===== src/core/mftr_pkg.sv =====
// Constants and carrier types for the multifunction terminal router
package mftr_pkg;

  localparam int unsigned CARD_ADDR_W = 26;
  localparam int unsigned CARD_DATA_W = 16;
  localparam int unsigned SEL_W       = 4;
  localparam int unsigned EE_BYTES    = 4;

  // Routing selector codes, shared by multifunction terminals 3 to 6
  localparam logic [SEL_W-1:0] SEL_GPI    = 4'h0;
  localparam logic [SEL_W-1:0] SEL_GPO    = 4'h1;
  localparam logic [SEL_W-1:0] SEL_LED    = 4'h2;
  localparam logic [SEL_W-1:0] SEL_VIDEO  = 4'h3;
  localparam logic [SEL_W-1:0] SEL_AUDIO  = 4'h4;
  localparam logic [SEL_W-1:0] SEL_EVENT  = 4'h5;
  localparam logic [SEL_W-1:0] SEL_D3     = 4'h6;
  localparam logic [SEL_W-1:0] SEL_RING   = 4'h7;
  localparam logic [SEL_W-1:0] SEL_IRQ    = 4'h8;
  localparam logic [SEL_W-1:0] SEL_LOCK   = 4'h9;
  localparam logic [SEL_W-1:0] SEL_SERIRQ = 4'ha;
  localparam logic [SEL_W-1:0] SEL_CLKRUN = 4'hb;

  // Reset selections
  localparam logic [SEL_W-1:0] RST_SEL_T3 = SEL_SERIRQ;
  localparam logic [SEL_W-1:0] RST_SEL_T4 = SEL_GPI;
  localparam logic [SEL_W-1:0] RST_SEL_T5 = SEL_GPI;
  localparam logic [SEL_W-1:0] RST_SEL_T6 = SEL_CLKRUN;

  // Serial bus timing at 100 MHz
  localparam int unsigned CLK_PERIOD_NS = 10;
  localparam int unsigned SCL_HALF_NS   = 5000;
  localparam int unsigned SCL_HALF_CYC  = SCL_HALF_NS / CLK_PERIOD_NS;
  localparam logic [6:0]  EE_DEV_RD     = 7'h50;

  // Per-terminal routing selections
  typedef struct packed {
    logic [SEL_W-1:0] t3;
    logic [SEL_W-1:0] t4;
    logic [SEL_W-1:0] t5;
    logic [SEL_W-1:0] t6;
  } mftr_route_t;

  // Internal function sources that may be routed out
  typedef struct packed {
    logic general_output_3;
    logic general_output_4;
    logic led;
    logic video;
    logic audio_pwm;
    logic gen_event;
    logic d3_state;
    logic ring;
    logic irq;
    logic lock;
    logic serirq;
    logic clkrun;
  } mftr_src_t;

  // Pin pair: output, output enable
  typedef struct packed {
    logic o;
    logic oe;
  } mftr_pin_t;

endpackage : mftr_pkg


===== src/core/mftr_top.sv =====
// Multifunction terminal routing, speaker, ring/event and card buses
`timescale 1ns/1ns
module mftr_top
  import mftr_pkg::*;
#(
  parameter int unsigned ADDR_W   = CARD_ADDR_W,
  parameter int unsigned DATA_W   = CARD_DATA_W,
  parameter int unsigned HALF_CYC = SCL_HALF_CYC
) (
  input  wire logic              core_clk_i,
  input  wire logic              nrst_i,
  input  wire logic              global_reset_n_i,
  input  wire logic              pci_bus_reset_n_i,
  input  wire logic              suspend_n_i,
  input  wire logic              voltage_sense_0_i,
  input  wire logic              voltage_sense_1_i,
  input  wire mftr_route_t       route_i,
  input  wire logic              route_wr_i,
  input  wire mftr_src_t         src_i,
  input  wire logic              ring_sel_pme_i,
  input  wire logic              pme_i,
  input  wire logic              card_speaker_input_i,
  input  wire logic              card_audio_input_i,
  input  wire logic [ADDR_W-1:0] card_addr_i,
  input  wire logic [DATA_W-1:0] card_wdata_i,
  input  wire logic              card_data_drive_i,
  input  wire logic              multifunction_terminal_1_i,
  input  wire logic              multifunction_terminal_3_i,
  input  wire logic              multifunction_terminal_4_i,
  input  wire logic              multifunction_terminal_5_i,
  input  wire logic              multifunction_terminal_6_i,
  input  wire logic [DATA_W-1:0] card_data_i,
  output logic                   multifunction_terminal_1_o,
  output logic                   multifunction_terminal_1_oe_o,
  output logic                   multifunction_terminal_3_o,
  output logic                   multifunction_terminal_3_oe_o,
  output logic                   multifunction_terminal_4_o,
  output logic                   multifunction_terminal_4_oe_o,
  output logic                   multifunction_terminal_5_o,
  output logic                   multifunction_terminal_5_oe_o,
  output logic                   multifunction_terminal_6_o,
  output logic                   multifunction_terminal_6_oe_o,
  output logic                   general_input_3_o,
  output logic                   general_input_4_o,
  output logic                   serial_irq_in_o,
  output logic                   clkrun_in_o,
  output logic                   lock_in_o,
  output logic                   ring_indicate_output_o,
  output logic                   host_speaker_output_o,
  output logic [ADDR_W-1:0]      card_addr_o,
  output logic [DATA_W-1:0]      card_data_o,
  output logic                   card_data_oe_o,
  output logic [DATA_W-1:0]      card_rdata_o,
  output mftr_route_t            route_o,
  output logic                   ee_busy_o,
  output logic                   ee_done_o,
  output logic [EE_BYTES*8-1:0]  ee_data_o
);

  // Drive value for a selected source; oe low for input-only selections
  function automatic mftr_pin_t mftr_drive(input logic [SEL_W-1:0] sel,
                                           input mftr_src_t s);
    mftr_pin_t p;
    p = '{o: 1'b0, oe: 1'b1};
    unique case (sel)
      SEL_GPO:    p.o = s.general_output_3;
      SEL_LED:    p.o = s.led;
      SEL_VIDEO:  p.o = s.video;
      SEL_AUDIO:  p.o = s.audio_pwm;
      SEL_EVENT:  p.o = s.gen_event;
      SEL_D3:     p.o = s.d3_state;
      SEL_RING:   p.o = s.ring;
      SEL_IRQ:    p.o = s.irq;
      SEL_CLKRUN: p.o = s.clkrun;
      SEL_SERIRQ: p.o = s.serirq;
      default:    p.oe = 1'b0;
    endcase
    return p;
  endfunction : mftr_drive

  // Reject codes a terminal does not offer, falling back to its reset choice
  function automatic logic [SEL_W-1:0] mftr_legal(input logic [1:0] term,
                                                  input logic [SEL_W-1:0] s,
                                                  input logic [SEL_W-1:0] r);
    logic ok;
    ok = 1'b0;
    unique case (term)
      2'h0: ok = (s == SEL_IRQ) || (s == SEL_SERIRQ);
      2'h1: ok = (s <= SEL_LOCK);
      2'h2: ok = (s <= SEL_IRQ) && (s != SEL_RING);
      2'h3: ok = (s == SEL_IRQ) || (s == SEL_CLKRUN);
      default: ok = 1'b0;
    endcase
    return ok ? s : r;
  endfunction : mftr_legal

  // Routing and output registers are cleared by nrst_i always, and by the global or PCI reset unless suspend holds them
  logic sys_rst_n;
  logic ee_own;
  logic global_reset_input_d1_q, global_reset_input_d1_d;
  logic strap_q, strap_d;
  logic ee_start_q, ee_start_d;
  logic ee_scl_oe, ee_sda_oe, ee_busy, ee_done;
  logic [EE_BYTES*8-1:0] ee_data;
  mftr_route_t route_q, route_d;
  mftr_src_t   src4, src5;
  mftr_pin_t   p3, p4, p5, p6;

  assign sys_rst_n = nrst_i &
    ((global_reset_n_i & pci_bus_reset_n_i) | ~suspend_n_i);

  // Strap sampling on global reset release
  always_comb begin
    global_reset_input_d1_d  = global_reset_n_i;
    strap_d    = strap_q;
    ee_start_d = 1'b0;
    if (global_reset_n_i && !global_reset_input_d1_q) begin
      strap_d    = voltage_sense_0_i & voltage_sense_1_i;
      ee_start_d = voltage_sense_0_i & voltage_sense_1_i;
    end
  end

  always_ff @(posedge core_clk_i or negedge nrst_i) begin
    if (!nrst_i) begin
      global_reset_input_d1_q  <= 1'b0;
      strap_q    <= 1'b0;
      ee_start_q <= 1'b0;
    end else begin
      global_reset_input_d1_q  <= global_reset_input_d1_d;
      strap_q    <= strap_d;
      ee_start_q <= ee_start_d;
    end
  end

  mftr_eeprom_load #(
    .HALF_CYC (HALF_CYC),
    .NBYTES   (EE_BYTES)
  ) u_ee (
    .core_clk_i (core_clk_i),
    .nrst_i     (nrst_i),
    .start_i    (ee_start_q),
    .sda_i      (multifunction_terminal_1_i),
    .scl_oe_o   (ee_scl_oe),
    .sda_oe_o   (ee_sda_oe),
    .busy_o     (ee_busy),
    .done_o     (ee_done),
    .data_o     (ee_data)
  );

  // Terminal 4 is lent to the loader only until the load completes
  assign ee_own = strap_q & ~ee_done;

  // Routing register
  always_comb begin
    route_d = route_q;
    if (route_wr_i) begin
      route_d.t3 = mftr_legal(2'h0, route_i.t3, RST_SEL_T3);
      route_d.t4 = mftr_legal(2'h1, route_i.t4, RST_SEL_T4);
      route_d.t5 = mftr_legal(2'h2, route_i.t5, RST_SEL_T5);
      route_d.t6 = mftr_legal(2'h3, route_i.t6, RST_SEL_T6);
    end
  end

  always_ff @(posedge core_clk_i or negedge sys_rst_n) begin
    if (!sys_rst_n) begin
      route_q <= '{t3: RST_SEL_T3, t4: RST_SEL_T4,
                   t5: RST_SEL_T5, t6: RST_SEL_T6};
    end else begin
      route_q <= route_d;
    end
  end

  // Terminal 5 drives its own general output in the gpo slot
  always_comb begin
    src4      = src_i;
    src5      = src_i;
    src5.general_output_3 = src_i.general_output_4;
    p3 = mftr_drive(route_q.t3, src_i);
    p4 = mftr_drive(route_q.t4, src4);
    p5 = mftr_drive(route_q.t5, src5);
    p6 = mftr_drive(route_q.t6, src_i);
    // Lock is bidirectional: driven low-active only while asserted
    if (route_q.t4 == SEL_LOCK) begin
      p4 = '{o: 1'b0, oe: src_i.lock};
    end
    // Serial clock overrides terminal 4 while the strap holds and the load is not done
    if (ee_own) begin
      p4 = '{o: 1'b0, oe: ee_scl_oe};
    end
  end

  // Output registers: every top output comes from a flip-flop
  always_ff @(posedge core_clk_i or negedge sys_rst_n) begin
    if (!sys_rst_n) begin
      multifunction_terminal_1_o    <= 1'b0;
      multifunction_terminal_1_oe_o <= 1'b0;
      multifunction_terminal_3_o    <= 1'b0;
      multifunction_terminal_3_oe_o <= 1'b0;
      multifunction_terminal_4_o    <= 1'b0;
      multifunction_terminal_4_oe_o <= 1'b0;
      multifunction_terminal_5_o    <= 1'b0;
      multifunction_terminal_5_oe_o <= 1'b0;
      multifunction_terminal_6_o    <= 1'b0;
      multifunction_terminal_6_oe_o <= 1'b0;
      general_input_3_o             <= 1'b0;
      general_input_4_o             <= 1'b0;
      serial_irq_in_o               <= 1'b0;
      clkrun_in_o                   <= 1'b0;
      lock_in_o                     <= 1'b0;
      ring_indicate_output_o        <= 1'b0;
      host_speaker_output_o         <= 1'b0;
      card_addr_o                   <= '0;
      card_data_o                   <= '0;
      card_data_oe_o                <= 1'b0;
      card_rdata_o                  <= '0;
      route_o                       <= '0;
      ee_busy_o                     <= 1'b0;
      ee_done_o                     <= 1'b0;
      ee_data_o                     <= '0;
    end else begin
      multifunction_terminal_1_o    <= 1'b0;
      multifunction_terminal_1_oe_o <= strap_q & ee_sda_oe;
      multifunction_terminal_3_o    <= p3.o;
      multifunction_terminal_3_oe_o <= p3.oe;
      multifunction_terminal_4_o    <= p4.o;
      multifunction_terminal_4_oe_o <= p4.oe;
      multifunction_terminal_5_o    <= p5.o;
      multifunction_terminal_5_oe_o <= p5.oe;
      multifunction_terminal_6_o    <= p6.o;
      multifunction_terminal_6_oe_o <= p6.oe;
      general_input_3_o  <= (route_q.t4 == SEL_GPI) & ~ee_own &
                            multifunction_terminal_4_i;
      general_input_4_o  <= (route_q.t5 == SEL_GPI) &
                            multifunction_terminal_5_i;
      serial_irq_in_o    <= (route_q.t3 == SEL_SERIRQ) &
                            multifunction_terminal_3_i;
      clkrun_in_o        <= (route_q.t6 == SEL_CLKRUN) &
                            multifunction_terminal_6_i;
      lock_in_o          <= (route_q.t4 == SEL_LOCK) & ~ee_own &
                            multifunction_terminal_4_i;
      ring_indicate_output_o <= ring_sel_pme_i ? pme_i : src_i.ring;
      host_speaker_output_o  <= card_speaker_input_i ^
                                card_audio_input_i;
      card_addr_o    <= card_addr_i;
      card_data_o    <= card_wdata_i;
      card_data_oe_o <= card_data_drive_i;
      card_rdata_o   <= card_data_i;
      route_o        <= route_q;
      ee_busy_o      <= ee_busy;
      ee_done_o      <= ee_done;
      ee_data_o      <= ee_data;
    end
  end

endmodule : mftr_top


===== src/core/mftr_eeprom_load.sv =====
// Serial EEPROM default loader on the two-wire bus
`timescale 1ns/1ns
module mftr_eeprom_load
  import mftr_pkg::*;
#(
  parameter int unsigned HALF_CYC = SCL_HALF_CYC,
  parameter int unsigned NBYTES   = EE_BYTES
) (
  input  wire logic          core_clk_i,
  input  wire logic          nrst_i,
  input  wire logic          start_i,
  input  wire logic          sda_i,
  output logic               scl_oe_o,
  output logic               sda_oe_o,
  output logic               busy_o,
  output logic               done_o,
  output logic [NBYTES*8-1:0] data_o
);

  typedef enum logic [4:0] {
    MFTR_EE_IDLE = 5'b00001,
    MFTR_EE_STRT = 5'b00010,
    MFTR_EE_BIT  = 5'b00100,
    MFTR_EE_STOP = 5'b01000,
    MFTR_EE_DONE = 5'b10000
  } mftr_ee_st_t;

  localparam int unsigned FRAME_BITS = 9 + NBYTES * 9;

  mftr_ee_st_t         st_q, st_d;
  logic [15:0]         tick_q, tick_d;
  logic                ph_q, ph_d;
  logic [7:0]          bit_q, bit_d;
  logic [NBYTES*8-1:0] sh_q, sh_d;
  logic                scl_lo_q, scl_lo_d;
  logic                sda_lo_q, sda_lo_d;
  logic                half;
  logic [3:0]          slot;

  assign half = (tick_q == 16'(HALF_CYC - 1));
  assign slot = 4'(bit_q % 8'd9);

  // Open drain: the line is only ever pulled low
  always_comb begin
    st_d     = st_q;
    tick_d   = half ? 16'h0000 : tick_q + 16'h0001;
    ph_d     = ph_q;
    bit_d    = bit_q;
    sh_d     = sh_q;
    scl_lo_d = scl_lo_q;
    sda_lo_d = sda_lo_q;
    unique case (st_q)
      MFTR_EE_IDLE: begin
        tick_d = 16'h0000;
        if (start_i) begin
          st_d     = MFTR_EE_STRT;
          sda_lo_d = 1'b1;
        end
      end
      MFTR_EE_STRT: if (half) begin
        st_d     = MFTR_EE_BIT;
        scl_lo_d = 1'b1;
        bit_d    = 8'h00;
        ph_d     = 1'b0;
      end
      MFTR_EE_BIT: begin
        // Data moves mid-way through the low half, clear of both clock edges
        if (!ph_q && tick_q == 16'(HALF_CYC / 2)) begin
          if (bit_q < 8'd8) begin
            sda_lo_d = ~(bit_q == 8'd7 ? 1'b1
                                       : EE_DEV_RD[3'(6 - bit_q)]);
          end else if (slot == 4'h8) begin
            sda_lo_d = (bit_q > 8'd8) && (bit_q != 8'(FRAME_BITS - 1));
          end else begin
            sda_lo_d = 1'b0;
          end
        end
        if (half) begin
          ph_d = ~ph_q;
          if (!ph_q) begin
            scl_lo_d = 1'b0;
          end else begin
            scl_lo_d = 1'b1;
            if (bit_q > 8'd8 && slot != 4'h8) begin
              sh_d = {sh_q[NBYTES*8-2:0], sda_i};
            end
            bit_d = bit_q + 8'h01;
            if (bit_q == 8'(FRAME_BITS - 1)) begin
              st_d = MFTR_EE_STOP;
            end
          end
        end
      end
      MFTR_EE_STOP: begin
        if (scl_lo_q && tick_q == 16'(HALF_CYC / 2)) begin
          sda_lo_d = 1'b1;
        end
        if (half) begin
          if (scl_lo_q) begin
            scl_lo_d = 1'b0;
          end else begin
            sda_lo_d = 1'b0;
            st_d     = MFTR_EE_DONE;
          end
        end
      end
      MFTR_EE_DONE: st_d = MFTR_EE_DONE;
      default:      st_d = MFTR_EE_IDLE;
    endcase
  end

  always_ff @(posedge core_clk_i or negedge nrst_i) begin
    if (!nrst_i) begin
      st_q     <= MFTR_EE_IDLE;
      tick_q   <= 16'h0000;
      ph_q     <= 1'b0;
      bit_q    <= 8'h00;
      sh_q     <= '0;
      scl_lo_q <= 1'b0;
      sda_lo_q <= 1'b0;
    end else begin
      st_q     <= st_d;
      tick_q   <= tick_d;
      ph_q     <= ph_d;
      bit_q    <= bit_d;
      sh_q     <= sh_d;
      scl_lo_q <= scl_lo_d;
      sda_lo_q <= sda_lo_d;
    end
  end

  assign scl_oe_o = scl_lo_q;
  assign sda_oe_o = sda_lo_q;
  assign busy_o   = (st_q != MFTR_EE_IDLE) && (st_q != MFTR_EE_DONE);
  assign done_o   = (st_q == MFTR_EE_DONE);
  assign data_o   = sh_q;

endmodule : mftr_eeprom_load


===== config.mk =====
export PLATFORM = sky130hd
export DESIGN_NAME = mftr_top
export DESIGN_NICKNAME = d
export VERILOG_FILES = /design/src/core/mftr_pkg.sv /design/src/core/mftr_top.sv /design/src/core/mftr_eeprom_load.sv
export SDC_FILE = /design/constraint.sdc
export NUM_CORES = 1
export LEC_CHECK = 0
export BUFFER_PORTS_ARGS = -buffer_cell sky130_fd_sc_hd__buf_4
export CAP_MARGIN = 10
export CORE_ASPECT_RATIO = 0.6
export CORE_MARGIN = 10
export CORE_UTILIZATION = 52
export CTS_BUF_LIST = sky130_fd_sc_hd__clkbuf_16
export CTS_CLUSTER_SIZE = 14
export DETAILED_ROUTE_END_ITERATION = 8
export PLACE_DENSITY = 0.85
export SLEW_MARGIN = 20
export SYNTH_ARGS = -nofsm -noshare
export SYNTH_HDL_FRONTEND = slang
export SYNTH_SLANG_ARGS = --single-unit

===== constraint.sdc =====
create_clock -name core_clk_i -period 19.8 [get_ports core_clk_i]
set_input_delay 0.99 -clock core_clk_i [delete_from_list [all_inputs] [get_ports core_clk_i]]
set_output_delay 0.99 -clock core_clk_i [all_outputs]
set_load 0.01 [all_outputs]

==> results.toml, run 1 <==
[floorplan]
core_um2 = 15460
die_area_um2 = 21500
num_io_pins = 230
die_w_um = 182.8
initial_core_util_pct = 53.47
row_count = 35
die_y_um = 117.7

[pwr]
switching_share_pct = 23.94
leakage_nw = 5.261
p_int_w = 0.0007082
seq_power_share_pct = 49.5
combinationalPowerShare_pct = 10.8
ir_drop_uv = 70.63
power.switching_w = 0.0002229
pwr-share-clk_pct = 39.7
p_per_area_nw_per_um2 = 86.79

[clock_tree]
root_buffer = "clkbuf_16"
numCtsBuffers = 20
post-cts-setup-buffers = 0
ctsLongestPathBuffers = 3
cts_tree = "done"
cts_resized = 0
clk_latency_ns = 0.48
clk_pin_slew_ns = 0.07
cts.sinks = 208
ctsHoldBuffers = 0
htreeDepth = 1

[cells_and_area]
final_util_pct = 69.41
fillers = 1067
syn2layout_area_growth_pct = 29.81
drive_gt1_share_pct = 33.70
register_area_um2 = 5213
multi_input_area_um2 = 2809
layout.nets = 1019
final_cell_area_um2 = 10730
antenna_cells = 0

[yosys]
ys_seq_elements = 208
synth_cell_types = 71
synth_ff_type = "dfrtp_1"
synth.yosys.seq_area_share_pct = 63.06
ys.warnings.count = 0
synth_edf_count = 0
async_reset_ff_share_pct = 100.0
synth_area_um2 = 8265
synthCells = 682
syn_avg_cell_area_um2 = 12.12
synthesis.nets = 796

[timing]
fmax_ghz = 0.1923
layout_setup_ws_ns = 14.60
tightest_slew_ns = 1.101
finalCritPeriodShare_pct = 26.26
relSlewSlack_pct = 26.57
setup_viol = 0
post-route-min-period_ns = 5.200
final-max-slew-violation-count = 0
hold_viol = 0
whs_ns = 0.3943
rsz0062_at_grt = "false"
tns_ns = 0
fin_skew_ns = 0.008957

[global_route]
grt_pass1_vias = 6208
antenna_found_initial = 0
grt_usage_pct = 20.28
grt_overflow = 0
met3_usage_pct = 5.496
met2_usage_pct = 31.98
grt.busiest_layer = "met2"
grt_first_pass_wirelength_um = 35650
grt_max_degree = 73
gr-usage-met1_pct = 27.72

[drt]
ant_nets = 0
drtIter0Drc = 477
via_count = 6214
firstDrtPassIters = 5
wl_per_cell_um = 19.96
route.detailed.drc = 0
routed_wl_um = 22300
avgViaCountPerCell = 5.563

[worst_setup_path]
crit_end = "u_ee.data_o[7]"
critPathRequiredTime_ns = 20.17
slowest_delay_ns = 0.87
crit_path_start_kind = "flop"
r2r_cells = 17
crit_chain = "nor2b_1 > a22oi_1 > o22ai_1 > nor2_1 > ha_1 > nor2_1 > nand2_1 > a211oi_1 > o21bai_1 > xnor2_1 > inv_1 > ha_1 > nor2_1 > nand2_1 > or4_4 > o221ai_4 > mux2_2"
critPathMaxFanout = 32
r2r-end = "u_ee.data_o[7]"
critical_path.endpoint_type = "flop"
cpMostUsedCell = "nor2_1"
crit_slowest_cell = "o221ai_4"
cp.arrival_ns = 5.57
crit_path_start = "u_ee.bit_q[5]"
r2r-start = "u_ee.bit_q[5]"
path_class = "flop to flop"
setup.reg_to_reg.worst_slack_ns = 14.60

[place]
place_ws_ns = 14.75
post_dp_cell_area_um2 = 10100
hpwl_um = 16530
place_congestion = 0.8809
io_buffers = 228

[job]
maxCapViolations = 0

[status]
status = "complete, no violations"

[worst_hold_path]
worstHoldPathType = "flop to flop"
worst_hold_path.num_cells = 0
==> worst min-delay path by stage <==
stage,startpoint,end
after floorplan,u_ee.data_o[31],ee_data_o[31]
after global placement,u_ee.data_o[24],ee_data_o[24]
after detailed placement,u_ee.data_o[23],ee_data_o[23]
after CTS,u_ee.data_o[18],ee_data_o[18]
after global routing,u_ee.data_o[4],ee_data_o[4]
final,u_ee.data_o[24],ee_data_o[24]
==> cells by family (layout without fill, tap and decap cells) <==
logic type / after synthesis / count (layout) / share of synthesized area (%)
adders and majority gates: 10 / 10 / 1.514
and+or+nand+nor: 215 / 215 / 13.43
other: 1 / 1 / 0.04537
muxes: 47 / 47 / 6.540
DFF: 208 / 208 / 63.06
AOI/OAI and AO/OA: 121 / 121 / 9.582
buffers and inverters: 55 / 287 / 3.088
xor gates and xnor gates: 25 / 25 / 2.740
==> synth_stat cells (3+ instances only) <==
cell | instances | area (um2)
nand2_1 | 45 | 168.9
a41oi_1 | 3 | 26.28
dfrtp_1 | 202 | 5055
dfstp_2 | 6 | 157.7
buf_2 | 5 | 25.02
nor2b_1 | 7 | 43.79
mux2_1 | 3 | 33.78
buf_6 | 4 | 45.04
o211ai_1 | 4 | 30.03
nor3_1 | 18 | 90.09
xor2_1 | 14 | 122.6
xnor2_1 | 10 | 87.58
o22ai_1 | 7 | 43.79
nor4b_1 | 4 | 35.03
nor2_1 | 58 | 217.7
or4_1 | 3 | 22.52
nand4_1 | 4 | 25.02
o22a_1 | 3 | 26.28
mux2i_1 | 9 | 90.09
o21ai_0 | 44 | 220.2
nand4b_1 | 4 | 35.03
nand3b_1 | 4 | 30.03
a32oi_1 | 4 | 35.03
a21oi_1 | 22 | 110.1
ha_1 | 10 | 125.1
nand2b_1 | 8 | 50.05
clkbuf_1 | 17 | 63.81
o31ai_1 | 3 | 22.52
a22oi_1 | 3 | 22.52
inv_1 | 24 | 90.09
a21o_1 | 4 | 30.03
a31oi_1 | 3 | 18.77
and3_1 | 12 | 75.07
nand3_1 | 20 | 100.1
mux2_2 | 33 | 371.6
nor3b_1 | 4 | 30.03
buf_4 | 3 | 22.52
or3_1 | 5 | 31.28
==> registers in the layout, indices dropped and copies added (netlist names), 5 cells and up <==
signal / count
u_ee.bit_q: 8
card_addr_o: 26
ee_data_o: 32
card_data_o: 16
route_o: 16
u_ee.st_q: 5
card_rdata_o: 16
u_ee.tick_q: 16
route_q: 16
u_ee.data_o: 32
==> per-stage QoR <==
| stage | instances | power, W |
|---|---|---|
| floorplan | 682 | 0.0005139 |
| global placement | 1086 | 0.0005663 |
| detailed placement | 1086 | 0.0005698 |
| CTS | 1117 | 0.0009425 |
| global route | 1117 | 0.0009733 |
| finish | 1117 | 0.0009311 |
==> routing by layer <==
metal  part of all wire, %  wire length [um]
met1                    42              9423
met2                    48             10600
met3                   8.6              1916
met4                   1.6               359
met5                     0                 0
==> power by group through the flow <==
stage / logic, W / clock network [W] / registers, W
final: 0.000101 / 0.000370 / 0.000461
after global routing: 0.000112 / 0.000398 / 0.000463
after CTS: 0.000103 / 0.000379 / 0.000460
after detailed placement: 0.000102 / 0 / 0.000468
after global placement: 0.0000991 / 0 / 0.000467
after floorplan: 0.0000468 / 0 / 0.000467
==> cell type report <==
| class | instances | area share, % |
|---|---|---|
| clock buffer | 21 | 4.898 |
| clock inverter | 10 | 0.9329 |
| inverter | 25 | 0.8746 |
| multi-input combinational | 419 | 26.18 |
| sequential | 208 | 48.58 |
| tap | 203 | 2.367 |
| timing repair buffer | 231 | 16.16 |
==> placed cells by master, fill, tap and decap left out, types with 4 or more instances in the layout <==
| cell | synthesis | final |
|---|---|---|
| buf_4 | 3 | 231 |
| dfrtp_1 | 202 | 202 |
| nor2_1 | 58 | 58 |
| nand2_1 | 45 | 45 |
| o21ai_0 | 44 | 44 |
| mux2_2 | 33 | 33 |
| inv_1 | 24 | 26 |
| a21oi_1 | 22 | 22 |
| clkbuf_16 | 0 | 21 |
| nand3_1 | 20 | 20 |
| nor3_1 | 18 | 18 |
| xor2_1 | 14 | 14 |
| and3_1 | 12 | 12 |
| xnor2_1 | 10 | 10 |
| ha_1 | 10 | 10 |
| mux2i_1 | 9 | 9 |
| nand2b_1 | 8 | 8 |
| nor2b_1 | 7 | 7 |
| o22ai_1 | 7 | 7 |
| dfstp_2 | 6 | 6 |
| or3_1 | 5 | 5 |
| nand3b_1 | 4 | 4 |
| nand4_1 | 4 | 4 |
| nor3b_1 | 4 | 4 |
| o211ai_1 | 4 | 4 |
| nor4b_1 | 4 | 4 |
| a32oi_1 | 4 | 4 |
| a21o_1 | 4 | 4 |
| nand4b_1 | 4 | 4 |
==> worst max-delay path, delay by kind of cell, from the launching register on <==
family	cells	cell delay, ns
XOR/XNOR	1	0.37
AND/OR/NAND/NOR	7	1.28
multiplexers	1	0.43
adder cells (fa/ha/maj)	2	0.40
AO/OA/AOI/OAI	5	1.68
buffers and inverters	1	0.13
flip-flops	1	0.77
Note: power is estimated with default switching activity, not from simulation.
==> run 2, diff against run 1 <==
--- a/config.mk
+++ b/config.mk
@@ -5,15 +5,16 @@
 export SDC_FILE = /design/constraint.sdc
 export NUM_CORES = 1
 export LEC_CHECK = 0
+export ABC_AREA = 1
 export BUFFER_PORTS_ARGS = -buffer_cell sky130_fd_sc_hd__buf_4
 export CAP_MARGIN = 10
 export CORE_ASPECT_RATIO = 0.6
 export CORE_MARGIN = 10
-export CORE_UTILIZATION = 52
+export CORE_UTILIZATION = 47
 export CTS_BUF_LIST = sky130_fd_sc_hd__clkbuf_16
 export CTS_CLUSTER_SIZE = 14
 export DETAILED_ROUTE_END_ITERATION = 8
-export PLACE_DENSITY = 0.85
+export PLACE_DENSITY = 0.81
 export SLEW_MARGIN = 20
 export SYNTH_ARGS = -nofsm -noshare
 export SYNTH_HDL_FRONTEND = slang
==> constraint.sdc (replaced) <==
create_clock -name core_clk_i -period 4.2 [get_ports core_clk_i]
set_input_delay 0.21 -clock core_clk_i [delete_from_list [all_inputs] [get_ports core_clk_i]]
set_output_delay 0.21 -clock core_clk_i [all_outputs]
set_load 0.01 [all_outputs]
==> run 2 against run 1 <==
Flip-flop and latch count unchanged. Sequential power grew to 4.7 times the previous value. Clock skew increased by 0.0020 ns. Setup slack got worse by 14 ns. Non-clock buffer count grew 92. Global-route usage hardly changed. Combinational power grew to 6.1 times the previous value. Design area rose by 9.6%. First-iteration DRC count increased by 21%. Cell count is 23% higher. Critical path type unchanged.
==> results.toml, run 2 <==
[pwr]
leakage_nw = 5.874
p_per_area_nw_per_um2 = 378.5
seq_power_share_pct = 48.9
switching_share_pct = 26.03
power.switching_w = 0.001159
p_int_w = 0.003292
ir_drop_uv = 316.8
combinationalPowerShare_pct = 13.9
pwr-share-clk_pct = 37.2

[drt]
ant_nets = 0
avgViaCountPerCell = 4.917
wl_per_cell_um = 17.67
via_count = 6780
drtIter0Drc = 575
firstDrtPassIters = 7
routed_wl_um = 24360
route.detailed.drc = 0

[yosys]
synth_area_um2 = 8250
synth_top_cell_by_area = "dfrtp_1"
synth_area_leaders = "dfrtp_1 61%, inv_1 5.8%, nand2_1 4.7%"
synth_compound_area_share_pct = 9.236
synth_cell_types = 46
syn_avg_cell_area_um2 = 10.36
synth_fa_ha_area_share_pct = 1.517
yosysTopAreaCellShare_pct = 61.27
synthTopCellsByCount = "202 x dfrtp_1, 128 x inv_1, 103 x nand2_1, 79 x nor2_1, 45 x nand3_1"
async_reset_ff_share_pct = 100.0
synth_edf_count = 0
synth.yosys.seq_area_share_pct = 63.18
synth_top_family_by_area = "simple AND/OR/NAND/NOR gates"
synth_xor_area_share_pct = 0.6369
ys.warnings.count = 0
synth.most_common_cell = "dfrtp_1"
synth_ff_type = "dfrtp_1"
muxShareOfSynthArea_pct = 0
yosys.area_share.simple_pct = 17.88
synthesis.nets = 910
ys_seq_elements = 208
synthCells = 796

[job]
maxCapViolations = 0

[timing]
tns_ns = 0
setup_viol = 0
post-route-min-period_ns = 3.820
tightest_slew_ns = 0.8823
fmax_ghz = 0.2618
final-max-slew-violation-count = 0
relSlewSlack_pct = 41.18
finalCritPeriodShare_pct = 90.96
fin_skew_ns = 0.01098
hold_viol = 0

[global_route]
met2_usage_pct = 31.46
met3_usage_pct = 7.620
grt_max_degree = 142
grt_first_pass_wirelength_um = 38030
gr-usage-met1_pct = 26.27
antenna_found_initial = 0
grt_usage_pct = 20.23
grt_overflow = 0
grt_pass1_vias = 6977
grt.busiest_layer = "met2"

[worst_setup_path]
critPathMaxFanout = 13
cp.arrival_ns = 4.23
slowest_delay_ns = 0.45
path_delay_family = "simple AND/OR/NAND/NOR gates"
cp_num_buf_inv = 7
cpMostUsedCell = "nand2_2"
crit_slowest_cell = "dfrtp_1"
critPathRequiredTime_ns = 4.61
crit_path_start_kind = "flop"
path_class = "flop to flop"
critical_path.endpoint_type = "flop"

[floorplan]
row_count = 37
die_w_um = 191.0
die_y_um = 122.6
initial_core_util_pct = 48.04
num_io_pins = 230
core_um2 = 17180
die_area_um2 = 23430

[cells_and_area]
final_cell_mix = "235 x buf_4, 201 x dfrtp_1, 131 x inv_1"
antenna_cells = 0
final_common_cell = "buf_4"
syn2layout_area_growth_pct = 42.52
layout.nets = 1247
drive_gt1_share_pct = 31.88
final_cell_area_um2 = 11760

[clock_tree]
numCtsBuffers = 20
cts.sinks = 208
ctsLongestPathBuffers = 3
clk_latency_ns = 0.49
cts_tree = "done"
root_buffer = "clkbuf_16"
htreeDepth = 1
clk_pin_slew_ns = 0.06

[place]
io_buffers = 228
place_congestion = 0.9054
hpwl_um = 16460
post_dp_cell_area_um2 = 10210

[worst_hold_path]
worstHoldPathType = "primary input to flop"

[status]
status = "complete, no violations"
[run 2: changes by cell type in the layout (fill, tap and decap cells not counted), moves of 9 or more]
cell	previous run	this run
mux2i_1	9	0
nor2_1	58	79
mux2_2	33	0
inv_1	26	131
o21ai_2	0	33
xor2_1	14	4
nand2_2	0	40
o21ai_0	44	28
nand2_1	45	103
dlygate4sd3_1	0	82
and3_1	12	2
nand3_1	20	45
[run 2: layer usage]
metal / share of wire [%] / routed length, um / vias to the layer above
met3: 11 / 2721 / 38
met4: 2.3 / 570 / 0
met5: 0 / 0 / -
met2: 44 / 10760 / 304
met1: 42 / 10310 / 3217
li1: - / - / 3221
[run 2: cell type report]
cell class,count,area [um2]
Timing Repair Buffer,323,2706
Fill cell,1167,5416
Clock buffer,21,525.5
Clock inverter,13,60.06
Tap cell,234,292.8
Inverter,135,506.7
Multi-Input combinational cell,445,2454
Sequential cell,208,5214
[run 2: worst register-to-register path: cells and delay by family (launching register included)]
kind            cells  cell delay [ns]
flops               1             0.45
simple gates       22             2.19
compound gates      1             0.06
fa+ha+maj           2             0.35
buf+inv             7             0.68
[run 2: logic make-up (layout without fill, tap and decap cells)]
kind of cell             count (synthesis)  count (layout)
AO/OA/AOI/OAI                          111             111
XOR/XNOR                                 6               6
adder cells (fa/ha/maj)                 10              10
buffers and inverters                  145             492
flip-flops                             208             208
other                                    1               1
AND/OR/NAND/NOR                        315             317
[run 2: metrics by stage]
| step | hold WS, ns | cells | utilization (%) | total power, W | worst slack [ns] |
|---|---|---|---|---|---|
| final | 0.007957 | 1379 | 68.46 | 0.004451 | 0.3799 |
| after global routing | 0.01486 | 1379 | 68.46 | 0.004640 | -0.04027 |
| after CTS | 0.001769 | 1368 | 67.63 | 0.004452 | 0.2401 |
| after detailed placement | 0.3204 | 1252 | 59.44 | 0.002759 | 0.2653 |
| after global placement | 0.3191 | 1252 | 59.44 | 0.002743 | 0.4847 |
| after floorplan | -0.08559 | 796 | - | 0.002477 | 0.6581 |
[run 2: worst paths after layout]
| path | start | to | slack (ns) | depth (start not counted) |
|---|---|---|---|---|
| hold reg to reg | u_ee.data_o[31] | ee_data_o[31] | 0.41 | 0 |
| hold / removal | src_i[9] | multifunction_terminal_5_o | 0.008 | 3 |
| min in group asynchronous | suspend_n_i | route_q[8] | 0.05 | 3 |
| setup / recovery | u_ee.bit_q[5] | u_ee.data_o[30] | 0.38 | 32 |
| setup reg to reg | u_ee.bit_q[5] | u_ee.data_o[30] | 0.38 | 32 |
| max in group asynchronous | nrst_i | ee_data_o[0] | 2.29 | 4 |
[run 2: timing repair]
action                                 in CTS  in global routing
gates resized for setup                     0                  5
hold buffers                               82                  0
endpoints found under the hold margin     145                  0
setup endpoints to repair                   0                 26
setup buffers                               0                  6
[run 2: power by group through the flow]
stage | clock, W | sequential, W | combinational [W]
global placement | 0 | 0.00221 | 0.000537
global route | 0.00176 | 0.00219 | 0.000691
floorplan | 0 | 0.00223 | 0.000250
CTS | 0.00166 | 0.00217 | 0.000615
finish | 0.00166 | 0.00217 | 0.000619
detailed placement | 0 | 0.00221 | 0.000551
==> run 3, diff against run 2 <==
--- a/config.mk
+++ b/config.mk
@@ -10,11 +10,11 @@
 export CAP_MARGIN = 10
 export CORE_ASPECT_RATIO = 0.6
 export CORE_MARGIN = 10
-export CORE_UTILIZATION = 47
+export CORE_UTILIZATION = 45
 export CTS_BUF_LIST = sky130_fd_sc_hd__clkbuf_16
 export CTS_CLUSTER_SIZE = 14
 export DETAILED_ROUTE_END_ITERATION = 8
-export PLACE_DENSITY = 0.81
+export PLACE_DENSITY = 0.78
 export SLEW_MARGIN = 20
 export SYNTH_ARGS = -nofsm -noshare
 export SYNTH_HDL_FRONTEND = slang
==> run 3 against run 2 <==
Sequential power about the same. Core utilization down 3.4 points. Power about the same. Flip-flop and latch count did not move. Register-to-register slack improved by 0.05 ns. Sequential share of layout area up 0.14 points. Maximum frequency is 1.3% higher. Design area down 0.34%. Cell count increased by 0.36%. Combinational power grew 0.6%. Worst hold slack improved by 0.011 ns. Global-route usage fell by 1.4 points.
==> results.toml, run 3 (synthesis results as in run 2) <==
[status]
status = "complete, no violations"

[cells_and_area]
layout.nets = 1244
drive_gt1_share_pct = 31.47
final_common_cell = "buf_4"
final_cells = 1384
syn2layout_area_growth_pct = 42.04
fillers = 1340
multi_input_area_um2 = 2434
antenna_cells = 0
register_area_um2 = 5213
final_cell_mix = "234 x buf_4, 202 x dfrtp_1, 136 x inv_1"

[timing]
finalCritPeriodShare_pct = 89.77
setup_viol = 0
hold_viol = 0
tightest_slew_ns = 0.8656
final-max-slew-violation-count = 0
whs_ns = 0.01942
relSlewSlack_pct = 42.29
fmax_ghz = 0.2652
post-route-min-period_ns = 3.770
tns_ns = 0
fin_skew_ns = 0.01179

[worst_hold_path]
worstHoldPathType = "primary input to flop"

[job]
maxCapViolations = 0

[place]
place_congestion = 0.8938
io_buffers = 228
dp.cells = 1258
hpwl_um = 16560

[clock_tree]
cts_tree = "done"
cts.sinks = 208
numCtsBuffers = 20
clk_latency_ns = 0.50
root_buffer = "clkbuf_16"
htreeDepth = 1
clk_pin_slew_ns = 0.06
ctsLongestPathBuffers = 3

[floorplan]
initial_core_util_pct = 45.79
row_count = 38
die_y_um = 124.9
core_um2 = 18020
die_area_um2 = 24330
num_io_pins = 230
die_w_um = 194.8

[pwr]
power.switching_w = 0.001146
ir_drop_uv = 373.7
switching_share_pct = 25.75
pwr-share-clk_pct = 37.0
p_int_w = 0.003303
leakage_nw = 5.878
combinationalPowerShare_pct = 14.0
p_per_area_nw_per_um2 = 379.6
power_w = 0.004449
seq_power_share_pct = 49.0

[drt]
drtIter0Drc = 526
firstDrtPassIters = 6
route.detailed.drc = 0
via_count = 6780
routed_wl_um = 23570
wl_per_cell_um = 17.03
avgViaCountPerCell = 4.899
ant_nets = 0

[global_route]
grt_usage_pct = 18.80
antenna_found_initial = 0
grt_max_degree = 142
grt_pass1_vias = 6887
grt_overflow = 0
grt_first_pass_wirelength_um = 37810

[worst_setup_path]
cpMostUsedCell = "nand2_2"
crit_slowest_cell = "dfrtp_1"
setup.reg_to_reg.worst_slack_ns = 0.43
critPathMaxFanout = 24
crit_path_start_kind = "flop"
critPathRequiredTime_ns = 4.62
cp.arrival_ns = 4.19
slowest_delay_ns = 0.42
critical_path.endpoint_type = "flop"
path_class = "flop to flop"
[run 3: cell types whose count changed in the layout (fill, tap and decap cells not counted), sizes merged]
cell,before,now
buf,239,237
clkbuf,23,21
clkinv,9,5
dlygate4sd3,82,85
inv,138,144
nand3,50,48
[run 3: worst paths after layout]
check / end / from / cells after the start
min: route_q[6] / route_i[6] / 3
max: u_ee.data_o[18] / u_ee.bit_q[6] / 30
min in group asynchronous: card_addr_o[0] / suspend_n_i / 3
max in group asynchronous: ee_data_o[24] / nrst_i / 4
max reg2reg: u_ee.data_o[18] / u_ee.bit_q[6] / 30
min reg2reg: ee_data_o[3] / u_ee.data_o[3] / 0
[run 3: per-layer routing]
metal	GRT usage, %	up-vias	part of all wire [%]
met4	5.501	0	2.6
met3	6.774	41	9.3
met5	0	-	0
met1	25.31	3258	44
li1	-	3214	-
met2	27.89	267	44
[run 3: area by class of cell]
cell class | count | share of cell area, %
clock inverter | 15 | 0.6193
clock buffer | 21 | 4.484
multi-input combinational | 443 | 20.77
timing repair buffer | 322 | 22.76
tap | 240 | 2.562
inverter | 135 | 4.324
sequential | 208 | 44.48
[run 3: power groups by stage]
| stage | registers [W] | logic (W) | clock network [W] |
|---|---|---|---|
| floorplan | 0.00223 | 0.000250 | 0 |
| global placement | 0.00221 | 0.000544 | 0 |
| detailed placement | 0.00221 | 0.000554 | 0 |
| CTS | 0.00217 | 0.000623 | 0.00168 |
| global route | 0.00219 | 0.000693 | 0.00178 |
| finish | 0.00218 | 0.000623 | 0.00165 |
[run 3: repair_timing]
action / in CTS / in global routing
endpoints found under the setup margin: 0 / 25
hold buffers: 85 / 0
hold endpoints to repair: 144 / 0
gates resized for setup: 0 / 1
buffers inserted: 0 / 5
[run 3: critical path: cells and delay by family, from the launching register on]
kind                       cells  cell delay (ns)
adders and majority gates      2             0.33
buffers and inverters          6             0.63
and+or+nand+nor               21             2.21
AOI/OAI and AO/OA              1             0.06
DFF                            1             0.42
[run 3: metrics by stage]
| stage | cell area [um2] | utilization, % | setup WS (ns) |
|---|---|---|---|
| floorplan | 8262 | - | 0.6581 |
| global placement | 10230 | 56.76 | 0.5608 |
| detailed placement | 10230 | 56.76 | 0.3844 |
| CTS | 11680 | 64.80 | 0.3623 |
| global route | 11720 | 65.03 | -0.005263 |
| finish | 11720 | 65.03 | 0.4296 |
